==> src/insn_classifier_pkg.sv <==
// package: opcode map, move field layout, register map and decode types
// Behaviour
// - exactly 55 instructions in eight groups
// - arithmetic group holds fourteen instructions
// - shift group holds eight instructions
// - bit manipulation group holds fourteen instructions
// - system control group holds eight instructions
// - conditional branch carries a condition field
// - push equals word move, pre-decrement stack
// - pop equals word move, post-increment stack
// - push and pop share move encodings
// - move: byte/word, reg, memory, immediate
// - word moves accept the seven listed modes
// - short absolute decoded for byte moves only
// - push and pop move full 16-bit registers
// - flags register holds negative, zero, overflow, carry
// - post-increment adds one or two after access
// - pre-decrement subtracts one or two, keeps it
// - short absolute upper byte is all ones
package insn_classifier_pkg;
   localparam int INSN_COUNT = 55;
   localparam int ARITH_COUNT = 14;
   localparam int LOGIC_COUNT = 4;
   localparam int SHIFT_COUNT = 8;
   localparam int BIT_COUNT = 14;
   localparam int BRANCH_COUNT = 5;
   localparam int SYSTEM_COUNT = 8;
   // opcode ids in insn[15:10]; group ranges are contiguous
   localparam logic [5:0] OP_ADD = 6'h00;
   localparam logic [5:0] OP_SUB = 6'h01;
   localparam logic [5:0] OP_ADDS = 6'h06;
   localparam logic [5:0] OP_SUBS = 6'h07;
   localparam logic [5:0] OP_CMP = 6'h0c;
   localparam logic [5:0] OP_LOGIC_BASE = 6'h0e;
   localparam logic [5:0] OP_SHIFT_BASE = 6'h12;
   localparam logic [5:0] OP_BIT_BASE = 6'h1a;
   localparam logic [5:0] OP_BRANCH_BASE = 6'h28;
   localparam logic [5:0] OP_BCC = 6'h28;
   localparam logic [5:0] OP_SYSTEM_BASE = 6'h2d;
   localparam logic [5:0] OP_ANDC = 6'h31;
   localparam logic [5:0] OP_ORC = 6'h32;
   localparam logic [5:0] OP_XORC = 6'h33;
   localparam logic [5:0] block_copy_op = 6'h35;
   localparam logic [5:0] OP_LIMIT = 6'h36;
   localparam logic [5:0] move_op = 6'h38;
   // move layout: [15:13] class, [12] word, [11] store, [10:8] mode, [7:5] ea reg, [4:2] data reg
   localparam logic [2:0] MOVE_CLASS = 3'h7;
   localparam int SIZE_BIT = 12;
   localparam int DIR_BIT = 11;
   localparam int MODE_LSB = 8;
   localparam int EAREG_LSB = 5;
   localparam int COND_LSB = 6;
   localparam int OP_LSB = 10;
   localparam logic [2:0] stack_general_register = 3'h7;
   localparam logic [7:0] SHORT_ABS_PAGE = 8'hff;
   localparam logic [15:0] STEP_BYTE = 16'h0001;
   localparam logic [15:0] STEP_WORD = 16'h0002;
   // apb byte offsets
   localparam logic [11:0] ADDR_INSN = 12'h000;
   localparam logic [11:0] ADDR_OPERAND = 12'h004;
   localparam logic [11:0] ADDR_FLAGS = 12'h008;
   localparam logic [11:0] ADDR_RESULT = 12'h00c;
   localparam logic [11:0] ADDR_ADDRESS = 12'h010;
   localparam logic [15:0] INSN_RESET = 16'h0000;
   localparam logic [15:0] OPERAND_RESET = 16'h0000;
   localparam logic [3:0] FLAGS_RESET = 4'h0;
   // flag positions: n, z, v, c from msb down
   localparam int FLAG_N = 3;
   localparam int FLAG_C = 0;

   typedef enum logic [3:0] {
      GRP_NONE = 4'h0, GRP_TRANSFER = 4'h1, GRP_ARITH = 4'h2, GRP_LOGIC = 4'h3, GRP_SHIFT = 4'h4,
      GRP_BIT = 4'h5, GRP_BRANCH = 4'h6, GRP_SYSTEM = 4'h7, GRP_BLOCK = 4'h8
   } group_t;

   typedef enum logic [2:0] {
      MODE_REG_DIRECT = 3'h0, MODE_REG_INDIRECT = 3'h1, MODE_DISPLACEMENT = 3'h2,
      MODE_SHORT_ABS = 3'h3, MODE_LONG_ABS = 3'h4, MODE_IMMEDIATE = 3'h5,
      MODE_PREDEC = 3'h6, MODE_POSTINC = 3'h7
   } mode_t;
endpackage

==> src/ea_step.sv <==
// effective address and register update for the move modes
`timescale 1ns/1ps
module ea_step
   import insn_classifier_pkg::*;
(
   input wire mode_t mode_i,
   input wire logic word_i,
   input wire logic [15:0] base_i,
   output logic [15:0] addr_o,
   output logic [15:0] upd_o
);
   logic [15:0] step; // one for byte, two for word

   // address and written-back register value per mode
   always_comb begin
      step = word_i ? STEP_WORD : STEP_BYTE;
      addr_o = base_i;
      upd_o = base_i;
      case (mode_i)
         MODE_PREDEC: begin
            // register keeps the decremented value
            addr_o = base_i - step;
            upd_o = base_i - step;
         end
         MODE_POSTINC: begin
            // access uses the old value, step applies afterwards
            upd_o = base_i + step;
         end
         MODE_SHORT_ABS: begin
            // only the low byte is given; it lands in the top page
            addr_o = {SHORT_ABS_PAGE, base_i[7:0]};
         end
         default: begin
            addr_o = base_i;
         end
      endcase
   end
endmodule

==> src/insn_classifier.sv <==
// instruction classifier and move decoder behind an apb register port
`timescale 1ns/1ps
module insn_classifier
   import insn_classifier_pkg::*;
#(
   parameter int INSN_TOTAL = INSN_COUNT
)
(
   input wire logic clk_i,
   input wire logic reset_n_i,
   input wire logic psel_i,
   input wire logic penable_i,
   input wire logic pwrite_i,
   input wire logic [11:0] paddr_i,
   input wire logic [31:0] pwdata_i,
   output logic [31:0] prdata_o,
   output logic pready_o,
   output logic pslverr_o,
   output logic decode_valid_o,
   output logic undefined_o,
   output group_t group_o,
   output logic word_size_o,
   output mode_t mode_o,
   output logic push_o,
   output logic pop_o,
   output logic [3:0] cond_o,
   output logic [3:0] flags_o
);
   // the opcode map only serves the documented total
   localparam int MAP_TOTAL = 1 + ARITH_COUNT + LOGIC_COUNT + SHIFT_COUNT + BIT_COUNT
      + BRANCH_COUNT + SYSTEM_COUNT + 1;
   if (INSN_TOTAL != MAP_TOTAL) begin : g_count_check
      $error("instruction total does not match the opcode map");
   end

   // all state of the block
   typedef struct packed {
      logic [15:0] insn; // last instruction word written
      logic [15:0] operand; // address register contents or absolute value
      logic [3:0] flags; // condition_flags_register
      logic valid; // a decode has been done
      logic undef; // last code matched nothing or was an illegal move
      group_t group; // functional group
      logic word; // word operand size
      mode_t mode; // addressing mode of a move
      logic [5:0] opid; // opcode id, move_op for moves
      logic push; // move that is a stack push
      logic pop; // move that is a stack pop
      logic [3:0] cond; // branch condition field
      logic [15:0] addr; // operand address
      logic [15:0] upd; // address register after the access
      logic [31:0] prdata; // read data, loaded in setup
      logic pslverr; // unmapped address seen in setup
      logic pready; // zero wait states once out of reset
   } state_t;

   state_t s_reg;
   state_t s_next;

   // decode scratch
   logic [15:0] ins; // instruction being decoded
   logic [5:0] op; // opcode id field
   logic is_move; // class bits select a move
   logic store; // move writes memory
   logic wsz; // move size bit
   mode_t m; // move mode field
   logic [2:0] ea_r; // move address register
   logic bad_move; // illegal move form: mode with size or direction, byte stack access, or reserved bits set
   logic setup; // apb setup cycle
   logic wr; // apb write taking effect
   logic [15:0] ea_addr; // from the address stepper
   logic [15:0] ea_upd; // from the address stepper
   logic [15:0] operand_new; // operand as it stands after this cycle's write

   // address stepper works on the values being decoded this cycle
   ea_step u_ea_step (
      .mode_i(m),
      .word_i(wsz),
      .base_i(operand_new),
      .addr_o(ea_addr),
      .upd_o(ea_upd)
   );

   // field extraction from the word that will be stored this cycle
   always_comb begin
      ins = (wr && paddr_i == ADDR_INSN) ? pwdata_i[15:0] : s_reg.insn;
      // kept apart from the state copy so the stepper does not loop through it
      operand_new = (wr && paddr_i == ADDR_OPERAND) ? pwdata_i[15:0] : s_reg.operand;
      op = ins[15:OP_LSB];
      is_move = ins[15:13] == MOVE_CLASS;
      store = ins[DIR_BIT];
      wsz = ins[SIZE_BIT];
      m = mode_t'(ins[MODE_LSB +: 3]);
      ea_r = ins[EAREG_LSB +: 3];
   end

   // apb phase decode
   always_comb begin
      setup = psel_i && !penable_i;
      wr = psel_i && penable_i && pwrite_i && s_reg.pready;
   end

   // move legality
   always_comb begin
      bad_move = 1'b0;
      if (m == MODE_SHORT_ABS && wsz) begin
         bad_move = 1'b1;
      end else if (m == MODE_IMMEDIATE && store) begin
         bad_move = 1'b1;
      end else if (m == MODE_PREDEC && !store) begin
         bad_move = 1'b1; // pre-decrement only stores
      end else if (m == MODE_POSTINC && store) begin
         bad_move = 1'b1; // post-increment only loads
      end else if (!wsz && ea_r == stack_general_register && (m == MODE_PREDEC || m == MODE_POSTINC)) begin
         // byte on the stack would misalign it; refuse rather than guess
         bad_move = 1'b1;
      end else if (ins[1:0] != 2'b00) begin
         bad_move = 1'b1; // reserved bits must be clear
      end
   end

   // next state: register writes, decode, read capture
   always_comb begin
      s_next = s_reg;
      s_next.pready = 1'b1;
      // register writes take effect only in the access phase
      if (wr) begin
         if (paddr_i == ADDR_INSN) begin
            s_next.insn = pwdata_i[15:0];
         end else if (paddr_i == ADDR_OPERAND) begin
            s_next.operand = pwdata_i[15:0];
         end else if (paddr_i == ADDR_FLAGS) begin
            s_next.flags = pwdata_i[FLAG_N:FLAG_C];
         end
      end
      // a new word or operand both redo the decode at once
      if (wr && (paddr_i == ADDR_INSN || paddr_i == ADDR_OPERAND)) begin
         s_next.valid = 1'b1;
         s_next.undef = 1'b0;
         s_next.word = 1'b0;
         s_next.mode = MODE_REG_DIRECT;
         s_next.push = 1'b0;
         s_next.pop = 1'b0;
         s_next.cond = 4'h0;
         s_next.addr = ea_addr;
         s_next.upd = ea_upd;
         s_next.opid = op;
         if (is_move) begin
            // one instruction covers every move form
            s_next.opid = move_op;
            s_next.group = GRP_TRANSFER;
            s_next.word = wsz;
            s_next.mode = m;
            // stack forms need no codes of their own
            s_next.push = wsz && store && m == MODE_PREDEC && ea_r == stack_general_register;
            s_next.pop = wsz && !store && m == MODE_POSTINC && ea_r == stack_general_register;
            if (bad_move) begin
               s_next.undef = 1'b1;
               s_next.group = GRP_NONE;
               s_next.push = 1'b0;
               s_next.pop = 1'b0;
            end
         end else if (op < OP_LOGIC_BASE) begin
            s_next.group = GRP_ARITH;
            // these arithmetic forms carry word operands
            s_next.word = (op == OP_ADDS || op == OP_SUBS)
               || (ins[9] && (op == OP_ADD || op == OP_SUB || op == OP_CMP));
         end else if (op < OP_SHIFT_BASE) begin
            s_next.group = GRP_LOGIC;
         end else if (op < OP_BIT_BASE) begin
            s_next.group = GRP_SHIFT;
         end else if (op < OP_BRANCH_BASE) begin
            s_next.group = GRP_BIT;
         end else if (op < OP_SYSTEM_BASE) begin
            s_next.group = GRP_BRANCH;
            // all conditions share one code, the field picks the test
            if (op == OP_BCC) begin
               s_next.cond = ins[COND_LSB +: 4];
            end
         end else if (op < block_copy_op) begin
            s_next.group = GRP_SYSTEM;
            // immediate flag logic acts on the low nibble, only on a new word:
            // an operand rewrite redecodes but must not repeat the operation
            if (paddr_i == ADDR_INSN && op == OP_ANDC) begin
               s_next.flags = s_next.flags & ins[3:0];
            end else if (paddr_i == ADDR_INSN && op == OP_ORC) begin
               s_next.flags = s_next.flags | ins[3:0];
            end else if (paddr_i == ADDR_INSN && op == OP_XORC) begin
               s_next.flags = s_next.flags ^ ins[3:0];
            end
         end else if (op < OP_LIMIT) begin
            s_next.group = GRP_BLOCK;
         end else begin
            // codes past the map never alias a real instruction
            s_next.group = GRP_NONE;
            s_next.undef = 1'b1;
         end
      end
      // read data is captured in setup so it is ready in the access phase
      if (setup) begin
         s_next.pslverr = 1'b0;
         if (paddr_i == ADDR_INSN) begin
            s_next.prdata = {16'h0000, s_reg.insn};
         end else if (paddr_i == ADDR_OPERAND) begin
            s_next.prdata = {16'h0000, s_reg.operand};
         end else if (paddr_i == ADDR_FLAGS) begin
            s_next.prdata = {28'h0000000, s_reg.flags};
         end else if (paddr_i == ADDR_RESULT) begin
            s_next.prdata = {10'h000, s_reg.cond, s_reg.pop, s_reg.push, s_reg.opid, s_reg.mode,
               s_reg.word, s_reg.group, s_reg.undef, s_reg.valid};
         end else if (paddr_i == ADDR_ADDRESS) begin
            s_next.prdata = {s_reg.upd, s_reg.addr};
         end else begin
            // unmapped: zero data and an error answer
            s_next.prdata = 32'h00000000;
            s_next.pslverr = 1'b1;
         end
      end
   end

   // single state register
   always_ff @(posedge clk_i or negedge reset_n_i) begin
      if (!reset_n_i) begin
         s_reg.insn <= INSN_RESET;
         s_reg.operand <= OPERAND_RESET;
         s_reg.flags <= FLAGS_RESET;
         s_reg.valid <= 1'b0;
         s_reg.undef <= 1'b0;
         s_reg.group <= GRP_NONE;
         s_reg.word <= 1'b0;
         s_reg.mode <= MODE_REG_DIRECT;
         s_reg.opid <= 6'h00;
         s_reg.push <= 1'b0;
         s_reg.pop <= 1'b0;
         s_reg.cond <= 4'h0;
         s_reg.addr <= 16'h0000;
         s_reg.upd <= 16'h0000;
         s_reg.prdata <= 32'h00000000;
         s_reg.pslverr <= 1'b0;
         s_reg.pready <= 1'b0;
      end else begin
         s_reg <= s_next;
      end
   end

   // outputs straight from the state register
   assign prdata_o = s_reg.prdata;
   assign pready_o = s_reg.pready;
   assign pslverr_o = s_reg.pslverr;
   assign decode_valid_o = s_reg.valid;
   assign undefined_o = s_reg.undef;
   assign group_o = s_reg.group;
   assign word_size_o = s_reg.word;
   assign mode_o = s_reg.mode;
   assign push_o = s_reg.push;
   assign pop_o = s_reg.pop;
   assign cond_o = s_reg.cond;
   assign flags_o = s_reg.flags;
endmodule

==> config.mk <==
export PLATFORM = sky130hd
export DESIGN_NAME = insn_classifier
export DESIGN_NICKNAME = d
export VERILOG_FILES = /design/src/insn_classifier_pkg.sv /design/src/ea_step.sv /design/src/insn_classifier.sv
export SDC_FILE = /design/constraint.sdc
export NUM_CORES = 1
export LEC_CHECK = 0
export BUFFER_PORTS_ARGS = -buffer_cell sky130_fd_sc_hd__buf_4
export CAP_MARGIN = 40
export CELL_PAD_IN_SITES_DETAIL_PLACEMENT = 1
export CELL_PAD_IN_SITES_GLOBAL_PLACEMENT = 1
export CORE_MARGIN = 8
export CORE_UTILIZATION = 45
export DETAILED_ROUTE_END_ITERATION = 7
export PLACE_DENSITY_LB_ADDON = 0.1
export REMOVE_ABC_BUFFERS = 1
export SYNTH_ARGS = -nofsm -noshare
export SYNTH_HDL_FRONTEND = slang
export SYNTH_SLANG_ARGS = --single-unit
export TNS_END_PERCENT = 10
==> constraint.sdc <==
create_clock -name clk_i -period 11.6 [get_ports clk_i]
set_input_delay 0.58 -clock clk_i [delete_from_list [all_inputs] [get_ports clk_i]]
set_output_delay 0.58 -clock clk_i [all_outputs]
set_load 0.05 [all_outputs]
# Yosys cells after proc, flatten, opt, wreduce, memory -nomap -nowiden
# Cells that the tools add are included.
# word_totals
in_bits	49
regBits	124
output_inout_bits	54
elab_cells	147
# op_classes
n_bitwise	4
n_eq_ne	18
magnitude_cmp	7
addsub	2
mux	62
n_reduce_logical	37
# op_table
operator	n
$mux 32	5
$mux 4	28
$pmux 16 s2	2
$mux 58	1
$mux 16	2
$eq 12x4->1 const B	2
$eq 6x6->1 const B	4
$lt 6x6->1 const B	4
$logic_and 1x1->1	23
$mux 1	19
$add 16x16->16	1
$sub 16x16->16	1
$eq 3x3->1 const B	5
$eq 12x3->1 const B	1
$eq 12x5->1 const B	1
$eq 6x3->1 const B	2
$logic_not 12->1	1
$lt 6x5->1 const B	2
$mux 11	1
$eq 6x1->1 const B	1
$eq 6x4->1 const B	1
$logic_not 6->1	1
$logic_or 1x1->1	6
$lt 6x4->1 const B	1
12 further kinds	15

# Longest topological paths before layout
# Gate-level depths: netlist (run 1).
# logic_depth
depth_word	18
depth_mapped	20
depth_no_buf	15

# Hierarchy
# A second synthesis (run 1) with hierarchy kept.
# unflattened
cells_unflattened	866
hier_area_um2	7736.2
# modules_own_cells
mod	area_per_inst_um2	cells_each	n_inst	seq_area_each_um2
insn_classifier	6836.6	733	1	3103.0
ea_step	899.6	133	1	0.0

# Worst setup path after synthesis (run 1)
# OpenSTA, ideal clock, no wires.
# synth_timing
path_kind	in2reg
start	input paddr_i[9]
end	register s_reg[63] in the netlist's numbering
path_buffers	3
setup_slack_ns	6.977
path_stages	15
t_arrival_ns	4.491
setup_ns	0.132
required_time_ns	11.468
path_cell_list	or4_1 -> buf_6 -> or4_1 -> buf_2 -> clkbuf_1 -> nand2_1 -> nand2_1 -> ha_1 -> nor2b_1 -> or4b_1 -> or4_1 -> a21oi_1 -> mux2i_1 -> a2111oi_0 -> nor2_1
# synth_via
elab_chain_cells	6
word_cells_on_any_way	13
classes_between	add/sub: 1; eq/ne: 3; mux: 4; reduce/logical: 5
# synth_lines
item	line	source
from (decl)	insn_classifier.sv:14	input wire logic [11:0] paddr_i,
$logic_not 12->1	insn_classifier.sv:86, insn_classifier.sv:137	
$logic_and 1x1->1	insn_classifier.sv:86	ins = (wr && paddr_i == ADDR_INSN) ? pwdata_i[15:0] : s_reg.insn;
$mux 16	insn_classifier.sv:86	
$mux 2	ea_step.sv:16	step = word_i ? STEP_WORD : STEP_BYTE;
$sub 16x16->16	ea_step.sv:22	addr_o = base_i - step;
$pmux 16 s2	ea_step.sv:19	case (mode_i)
to (signal assigned)	insn_classifier.sv:242	s_reg <= s_next;
to (decl)	insn_classifier.sv:57	state_t s_reg;
# Several ways; a longest one is shown, not always the timed one.
# A chain may end at the register's enable or synchronous reset.

# Worst setup path after layout (run 1)
# Ends and elaborated chain as after synthesis.

==> results of run 1 <==
layer usage:
| metal | vias to the layer above | wire length [µm] | global-route usage (%) |
|---|---|---|---|
| met5 | - | 0 | 0 |
| met4 | 0 | 1108 | 13.21 |
| met3 | 73 | 1966 | 5.713 |
| met2 | 271 | 13580 | 42.99 |
| met1 | 3632 | 12190 | 32.92 |
| li1 | 3259 | - | - |
worst max-delay path, delay by kind of cell:
| kind | cells | cell delay [ns] |
|---|---|---|
| AO/OA/AOI/OAI | 2 | 0.73 |
| adder cells (fa/ha/maj) | 1 | 0.36 |
| buffers and inverters | 2 | 0.39 |
| multiplexers | 1 | 0.16 |
| AND/OR/NAND/NOR | 8 | 3.36 |
cells by family after synthesis:
group,count (synthesis)
muxes,55
and+or+nand+nor,341
adders and majority gates,14
DFF,124
buffers and inverters,139
xor gates and xnor gates,31
AOI/OAI and AO/OA,209
other,1
through the flow:
step / cells / hold WS (ns)
CTS: 1173 / 0.2672
detailed placement: 1141 / 0.4623
floorplan: 807 / 0.2844
global route: 1173 / 0.3135
finish: 1173 / 0.2488
global placement: 1133 / 0.4473
final timing paths:
path,start,endpoint,slack (ns),depth (start not counted)
max in group asynchronous,reset_n_i,s_reg[115]$_DFFE_PN0N_,10.01,2
hold reg to reg,s_reg[73]$_DFFE_PN0P_,s_reg[73]$_DFFE_PN0P_,0.47,2
setup reg to reg,pready_o$_DFF_PN0_,s_reg[63]$_DFFE_PN0P_,6.50,13
min in group clk_i,pwdata_i[4],s_reg[112]$_DFFE_PN0N_,0.41,3
hold / removal,reset_n_i,s_reg[77]$_DFFE_PN0P_,0.25,1
setup / recovery,paddr_i[9],s_reg[63]$_DFFE_PN0P_,6.31,14
power groups by stage:
stage               sequential [µW]  combinational [µW]  clock, µW
floorplan                       444                10.5          0
global placement                442                43.7          0
detailed placement              442                44.8          0
CTS                             434                45.1        533
global route                    434                48.7        547
finish                          434                44.6        524
placed cells by master, fill, tap and decap left out, drive strengths merged, types with 6 or more instances in the layout:
cell type,count
a222oi,8
mux2,9
nand2b,7
dfrtp,124
a21oi,50
mux2i,46
a221oi,12
or3,12
nor3,24
or4,8
clkbuf,18
nand2,126
and2,7
o21ai,55
a22o,18
a22oi,7
and3,6
inv,38
o22ai,9
nor4,17
xnor2,29
nand3,29
a31oi,11
ha,12
nand4,6
buf,108
a21boi,10
nor2,79
layout make-up:
| type | count | area share, % |
|---|---|---|
| Clock inverter | 14 | 1.487 |
| Inverter | 32 | 1.334 |
| Multi-Input combinational cell | 651 | 45.51 |
| Tap cell | 225 | 3.126 |
| Clock buffer | 18 | 4.876 |
| Timing Repair Buffer | 109 | 9.211 |
| Sequential cell | 124 | 34.45 |
==> flow_summary.ini, run 1 <==
[outcome]
outcome = complete, no violations

[power]
clkPwrFrac_pct = 52.2
finalPower_uw = 1003
swShare_pct = 25.13
p_int_uw = 750.6
p_leak_uw = 0.004156
netSwitchingPower_uw = 252.0
pwr-share-seq_pct = 43.3
cellPowerDensity_nw_per_um2 = 111.3
p_comb_share_pct = 4.4
peakVddDrop_mv = 0.1004

[timing]
drv_slew = 0
fin_crit_sh_pct = 45.58
setup_viol = 0
hold_viol_final = 0
max_slew_margin_pct = 41.23
skew_ns = 0.008768
tns_ns = 0
rsz0062_at_grt = false
setup_slack_ns = 6.313
fmax_mhz = 189.1
period_needed_ns = 5.287
worstMarginPinSlew_ns = 0.8571

[cells_and_area]
largest_register_ffs = 70
fill_cells = 2027
multi_input_area_um2 = 4099
drive_gt1_share_pct = 17.62
fin_nets = 998
area_delta_synth_final_pct = 14.16
seqCellArea_um2 = 3103
diodes = 0
utilization_pct = 52.25
design_area_um2 = 9006

[logic_synthesis]
synth_flop_cell = dfrtp_1
ys_seq_elements = 124
synth_top_cell_by_area = dfrtp_1
synth-simple-area-share_pct = 21.08
synth_cell_types = 64
ys_seq_area_share_pct = 39.33
synth-compound-area-share_pct = 17.37
synth_top_area_share_pct = 39.33
synth_area_leaders = dfrtp_1, nand2_1, mux2i_1
ys_async_sr_fraction_pct = 100.0
synth_top_family_by_area = simple AND/OR/NAND/NOR gates
yosysWarningCount = 0
synthMostInstantiatedCell = nand2_1
netlist_area_um2 = 7889
synth_fa_ha_area_share_pct = 2.411
synth.avg_cell_area_um2 = 8.631
synthCells = 914
synth_xor_area_share_pct = 3.442
post_synth_mux_area_share_pct = 7.169
synth_edf_count = 0
ys_top_cells_by_count = nand2_1, dfrtp_1, nor2_1

[route]
drc = 0
vias = 7235
drtIter0Drc = 597
totalWireLength_um = 28840
firstDrtPassIters = 6
vias_per_cell = 6.168
wl_per_cell_um = 24.59
ant_nets = 0

[floorplanning]
rows = 48
fp.dieW_um = 148.4
pin_count = 103
start_util_pct = 45.77
core_um2 = 17240
dieArea_um2 = 22020
die_height_um = 148.4

[global_route]
overflow = 0
grt_pass1_vias = 7633
grt_pass1_wl_um = 44640
antenna_found_initial = 0
gr-usage-all-layers_pct = 26.54
grt_max_degree = 66

[clock_network]
cts_setup_buffers = 0
hold_buffers = 0
clkLatencyLatePin_ns = 0.43
cts.path.max_buffers = 2
cts_num_sinks = 124
clkTransAtPathRegs_ns = 0.06
cts_max_level = 4
numCtsBuffers = 17
root_buffer = clkbuf_16
cts_resized = 0
cts_tree = yes

[flow_run]
maxCapViolations = 0

[critical_path]
slowest_stage = or4_1
arrival_ns = 5.58
end_kind = flop
slowest_delay_ns = 0.92
crit_fanout = 14
cp.required_ns = 11.90
crit_type = input port to flop
cp_common_cell = or4_1
path_cells = buf_4, or4_1, or4_1, buf_8, nand2_1, nand2_1, ha_1, nor2b_1, or4b_1, or4_1, a21oi_1, mux2i_1, a2111oi_0, nor2_1
setup.worst_path.start_class = input port

[place]
place_ws_ns = 5.978
placed_cell_area_um2 = 8433
io_buffers = 86
hpwl_um = 20570
gp_congestion = 0.9361

[worst_hold_path]
hold_class = input port to asynchronous set/reset pin
No activity file was read; power rests on OpenSTA's default activity.
==> inputs of run 2 (changes only) <==
--- a/config.mk
+++ b/config.mk
@@ -5,12 +5,13 @@
 export SDC_FILE = /design/constraint.sdc
 export NUM_CORES = 1
 export LEC_CHECK = 0
+export ABC_AREA = 1
 export BUFFER_PORTS_ARGS = -buffer_cell sky130_fd_sc_hd__buf_4
 export CAP_MARGIN = 40
 export CELL_PAD_IN_SITES_DETAIL_PLACEMENT = 1
 export CELL_PAD_IN_SITES_GLOBAL_PLACEMENT = 1
 export CORE_MARGIN = 8
-export CORE_UTILIZATION = 45
+export CORE_UTILIZATION = 43
 export DETAILED_ROUTE_END_ITERATION = 7
 export PLACE_DENSITY_LB_ADDON = 0.1
 export REMOVE_ABC_BUFFERS = 1
==> constraint.sdc (replaced) <==
create_clock -name clk_i -period 5.1 [get_ports clk_i]
set_input_delay 0.255 -clock clk_i [delete_from_list [all_inputs] [get_ports clk_i]]
set_output_delay 0.255 -clock clk_i [all_outputs]
set_load 0.05 [all_outputs]
==> run 2 against run 1 <==
Against the previous run: final cell count increased by 14%; sequential power grew 130%; count of clock-buffer cells in the layout fell by 1; critical path type is now flop to flop; highest routed layer unchanged; area after synthesis down 1.7%; clock skew is 0.0022 ns lower.
==> flow_summary.ini, run 2 <==
[outcome]
outcome = complete, no violations

[critical_path]
cp_common_cell = nand2_1
end_kind = flop
crit_fanout = 30
slowest_stage = nor2_2
crit_family = simple AND/OR/NAND/NOR gates
path_buf_inv = 4
setup.worst_path.start_class = flop
cp.required_ns = 5.43
arrival_ns = 4.11
crit_type = flop to flop
path_cells = nand2_1, nor2_2, nand3_2, buf_4, nand2_1, o21ai_0, inv_1, ha_1, inv_1, fa_1, nor2_1, nand2_1, o21ai_1, nand3_1, nand2_1, inv_1
slowest_delay_ns = 0.46

[logic_synthesis]
ys_async_sr_fraction_pct = 100.0
synth_top_area_share_pct = 40.00
synth_area_leaders = dfrtp_1, nand2_1, inv_1
netlist_area_um2 = 7757
ys_seq_elements = 124
synthCells = 1051
synthMostInstantiatedCell = nand2_1
yosysWarningCount = 0
ys_top_cells_by_count = nand2_1, dfrtp_1, inv_1
synth_top_cell_by_area = dfrtp_1
synth.avg_cell_area_um2 = 7.381
synth_cell_types = 51
synth_edf_count = 0
ys_seq_area_share_pct = 40.00
synth_flop_cell = dfrtp_1

[floorplanning]
rows = 49
core_um2 = 17840
start_util_pct = 43.48
pin_count = 103
fp.dieW_um = 150.3
die_height_um = 150.3
dieArea_um2 = 22590

[clock_network]
cts_resized = 0
cts_num_sinks = 124
clkLatencyLatePin_ns = 0.43
numCtsBuffers = 17
root_buffer = clkbuf_16
cts_tree = yes
cts.path.max_buffers = 2
clkTransAtPathRegs_ns = 0.06
cts_max_level = 4

[cells_and_area]
design_area_um2 = 8916
largest_register_ffs = 70
fill_cells = 2277
utilization_pct = 49.98
final_common_cell = nand2_1
final_cell_mix = nand2_1, inv_1, dfrtp_1, buf_4, nand3_1
drive_gt1_share_pct = 16.50
fin_nets = 1153
area_delta_synth_final_pct = 14.94
diodes = 0

[timing]
hold_viol_final = 0
drv_slew = 0
rsz0062_at_grt = false
skew_ns = 0.006521
setup_viol = 0
worstMarginPinSlew_ns = 0.8962
fmax_mhz = 264.5
fin_crit_sh_pct = 74.13
setup_slack_ns = 1.319
period_needed_ns = 3.781
tns_ns = 0
max_slew_margin_pct = 40.18

[route]
totalWireLength_um = 27600
drc = 0
wl_met3_um = 1763
vias_per_cell = 5.583
wl_met1_um = 12730
drtIter0Drc = 602
firstDrtPassIters = 5
ant_nets = 0
wl_per_cell_um = 20.72
highest_layer = met4
vias = 7436
dr_wl_met2_um = 12470

[global_route]
grt_pass1_vias = 7621
grt_max_degree = 74
gr-usage-all-layers_pct = 25.35
overflow = 0
antenna_found_initial = 0
grt_pass1_wl_um = 43530

[power]
cellPowerDensity_nw_per_um2 = 264.2
p_leak_uw = 0.004559
peakVddDrop_mv = 0.2280
finalPower_uw = 2355

[place]
io_buffers = 86
gp_congestion = 0.9397
placed_cell_area_um2 = 8293
place_ws_ns = 1.256
hpwl_um = 19770

[worst_hold_path]
hold_class = input port to flop

[flow_run]
maxCapViolations = 0
==> run 2: routing by layer <==
metal	global-route usage, %	up-vias
met5	0	-
met4	8.346	0
met3	4.929	43
met2	39.91	231
met1	34.31	3692
li1	-	3470
==> run 2: kinds of logic (layout without fill, tap and decap cells) <==
| group | Yosys count | after routing | synth area share (%) |
|---|---|---|---|
| buf+inv | 215 | 267 | 13.31 |
| flops | 124 | 124 | 40.00 |
| simple gates | 527 | 527 | 30.13 |
| xor+xnor | 1 | 1 | 0.1129 |
| other cells | 1 | 1 | 0.04834 |
| fa+ha+maj | 14 | 14 | 2.452 |
| compound gates | 169 | 169 | 13.95 |
==> run 2: worst register-to-register path, delay by kind of cell, from the launching register on <==
kind            cells  cell delay (ns)
flops               1             0.35
buf+inv             4             0.53
fa+ha+maj           2             0.63
simple gates        8             1.61
compound gates      2             0.56
==> run 2: area by class of cell <==
cell class | count | area, µm² | area share [%]
clock buffers | 17 | 425.4 | 4.771
clock inverters | 15 | 187.7 | 2.105
inverters | 132 | 500.5 | 5.613
multi-input cells | 712 | 3628 | 40.70
flip-flops and latches | 124 | 3103 | 34.80
well taps | 229 | 286.5 | 3.214
repair buffers | 103 | 784.5 | 8.799
==> run 2: path summary, 6_finish.rpt <==
| check | to | cells after the start | start | slack [ns] |
|---|---|---|---|---|
| setup / recovery | s_reg[42]$_DFFE_PN0P_ | 16 | pready_o$_DFF_PN0_ | 1.32 |
| hold / removal | s_reg[92]$_DFFE_PN0P_ | 3 | pwdata_i[0] | 0.14 |
| setup reg to reg | s_reg[42]$_DFFE_PN0P_ | 16 | pready_o$_DFF_PN0_ | 1.32 |
| hold reg to reg | prdata_o[12]$_DFFE_PN0P_ | 2 | prdata_o[12]$_DFFE_PN0P_ | 0.48 |
| max in group asynchronous | prdata_o[6]$_DFFE_PN0P_ | 3 | reset_n_i | 3.52 |
| min in group asynchronous | prdata_o[15]$_DFFE_PN0P_ | 2 | reset_n_i | 0.42 |
==> run 2: where the power goes <==
part | internal, µW | leakage [µW] | switching [µW] | total [µW]
Combinational | 26.6 | 0.00272 | 62.3 | 88.9
Clock | 777 | 0.000296 | 502 | 1280
Sequential | 986 | 0.00155 | 1.29 | 988
==> run 2: repair_timing <==
item                      CTS  global route
hold buffers                1             0
setup buffers               0             0
hold endpoints to repair   72             0
==> run 2: through the flow <==
stage / instances / hold slack, ns
3_3_place_gp: 1297 / 0.3207
6_report: 1332 / 0.1436
5_1_grt: 1332 / 0.1749
3_5_place_dp: 1299 / 0.3173
4_1_cts: 1332 / 0.1397
2_1_floorplan: 968 / -0.04059
==> inputs of run 3 (changes only) <==
==> constraint.sdc (replaced) <==
create_clock -name clk_i -period 3.8 [get_ports clk_i]
set_input_delay 0.19 -clock clk_i [delete_from_list [all_inputs] [get_ports clk_i]]
set_output_delay 0.19 -clock clk_i [all_outputs]
set_load 0.05 [all_outputs]
==> run 3 against run 2 <==
Against the previous run: combinational power grew 41%; clock power grew 35%; critical path depth grew 1; non-clock buffer count grew 6; largest cell class unchanged; routed wire length grew 1.9%; global-route usage grew 0.27 points; critical path type unchanged; sequential power grew 35%.
==> flow_summary.ini, run 3 (same netlist as run 2, synthesis figures left out) <==
[outcome]
outcome = complete, no violations

[timing]
period_needed_ns = 3.271
drv_slew = 0
fmax_mhz = 305.7
worstMarginPinSlew_ns = 0.9010
hold_viol_final = 0
tns_ns = 0
skew_ns = 0.01140
fin_crit_sh_pct = 86.08
setup_viol = 0
max_slew_margin_pct = 39.87
rsz0062_at_grt = false
setup_slack_ns = 0.5291

[power]
peakVddDrop_mv = 0.3216
cellPowerDensity_nw_per_um2 = 355.0
p_leak_uw = 0.004586

[cells_and_area]
final_cell_mix = nand2_1, inv_1, dfrtp_1, buf_4, nand3_1
area_delta_synth_final_pct = 15.61
drive_gt1_share_pct = 16.77
design_area_um2 = 8969
fill_cells = 2279
diodes = 0
fin_nets = 1159
final_common_cell = nand2_1
finalNonFillerCells = 1338
largest_register_ffs = 70

[critical_path]
arrival_ns = 3.60
crit_fanout = 7
crit_type = flop to flop
setup.worst_path.start_class = flop
cp.required_ns = 4.13
end_kind = flop

[clock_network]
cts_tree = yes
numCtsBuffers = 17
root_buffer = clkbuf_16
clkTransAtPathRegs_ns = 0.06
cts_resized = 0
clkLatencyLatePin_ns = 0.44
cts_setup_buffers = 0
cts_num_sinks = 124
cts.path.max_buffers = 2
cts_max_level = 4

[place]
hpwl_um = 20200
placed_cell_area_um2 = 8349
io_buffers = 86
place_ws_ns = 0.5780
gp_congestion = 0.9320
dp_cells = 1305

[flow_run]
maxCapViolations = 0

[route]
totalWireLength_um = 28140
vias_per_cell = 5.635
drc = 0
wl_per_cell_um = 21.03
firstDrtPassIters = 5
vias = 7540
ant_nets = 0
drtIter0Drc = 500

[global_route]
antenna_found_initial = 0
grt_max_degree = 79
grt_pass1_vias = 7847
gr-usage-all-layers_pct = 25.61
overflow = 0
grt_pass1_wl_um = 44180

[floorplanning]
fp.dieW_um = 150.3
dieArea_um2 = 22590
core_um2 = 17840
rows = 49
start_util_pct = 43.48
die_height_um = 150.3
pin_count = 103

[worst_hold_path]
hold_class = input port to flop
## run 3: timing repair
| action | CTS | global route |
|---|---|---|
| endpoints found under the setup margin | 0 | 0 |
| endpoints found under the hold margin | 124 | 0 |
| hold buffers | 1 | 0 |
## run 3: stage by stage
stage / utilization (%) / hold slack (ns) / total power [µW]
after floorplan: - / -0.1056 / 1389
after global placement: 46.64 / 0.3483 / 1469
after detailed placement: 46.80 / 0.05562 / 1475
after CTS: 50.27 / 0.07238 / 3200
after global routing: 50.27 / 0.1035 / 3249
final: 50.27 / 0.07095 / 3184
## run 3: power by group
group	switching (µW)	internal [µW]
sequential	1.80	1320
clock	681	1050
combinational	85.4	39.1
total	769	2420
## run 3: layout make-up
cell class	count	area [µm²]	share of cell area, %
multi-input cells	712	3625	40.42
well taps	229	286.5	3.195
inverters	132	500.5	5.580
clock buffers	19	442.9	4.939
repair buffers	109	844.6	9.417
flip-flops and latches	124	3103	34.60
clock inverters	13	166.4	1.855
## run 3: per-layer routing
| layer | track usage [%] | up-vias | wire length [µm] |
|---|---|---|---|
| li1 | - | 3489 | - |
| met1 | 34.54 | 3786 | 12780 |
| met2 | 40.85 | 221 | 13090 |
| met3 | 4.358 | 44 | 1641 |
| met4 | 8.646 | 0 | 634 |
| met5 | 0 | - | 0 |
## run 3: worst paths after layout
path / slack [ns] / cells after the start / end / startpoint
max: 0.53 / 17 / s_reg[44]$_DFFE_PN0P_ / pready_o$_DFF_PN0_
min reg2reg: 0.48 / 2 / prdata_o[13]$_DFFE_PN0P_ / prdata_o[13]$_DFFE_PN0P_
max reg2reg: 0.53 / 17 / s_reg[44]$_DFFE_PN0P_ / pready_o$_DFF_PN0_
min: 0.07 / 3 / s_reg[92]$_DFFE_PN0P_ / pwdata_i[0]
min in group asynchronous: 0.17 / 2 / prdata_o[15]$_DFFE_PN0P_ / reset_n_i
max in group asynchronous: 2.95 / 3 / prdata_o[8]$_DFFE_PN0P_ / reset_n_i
## run 3: worst max-delay path, cell delays in order (launching register included)
cell	delay (ns)
dfrtp_1	0.35
nand2_1	0.07
nor2_2	0.33
nand3_2	0.21
nand2_1	0.11
o21ai_0	0.27
inv_1	0.14
ha_1	0.19
inv_1	0.06
fa_1	0.43
nor2_1	0.26
nand2_1	0.18
nor2_1	0.16
nand2_1	0.07
nand3_1	0.11
nand3_1	0.11
nand2_1	0.08
inv_1	0.04
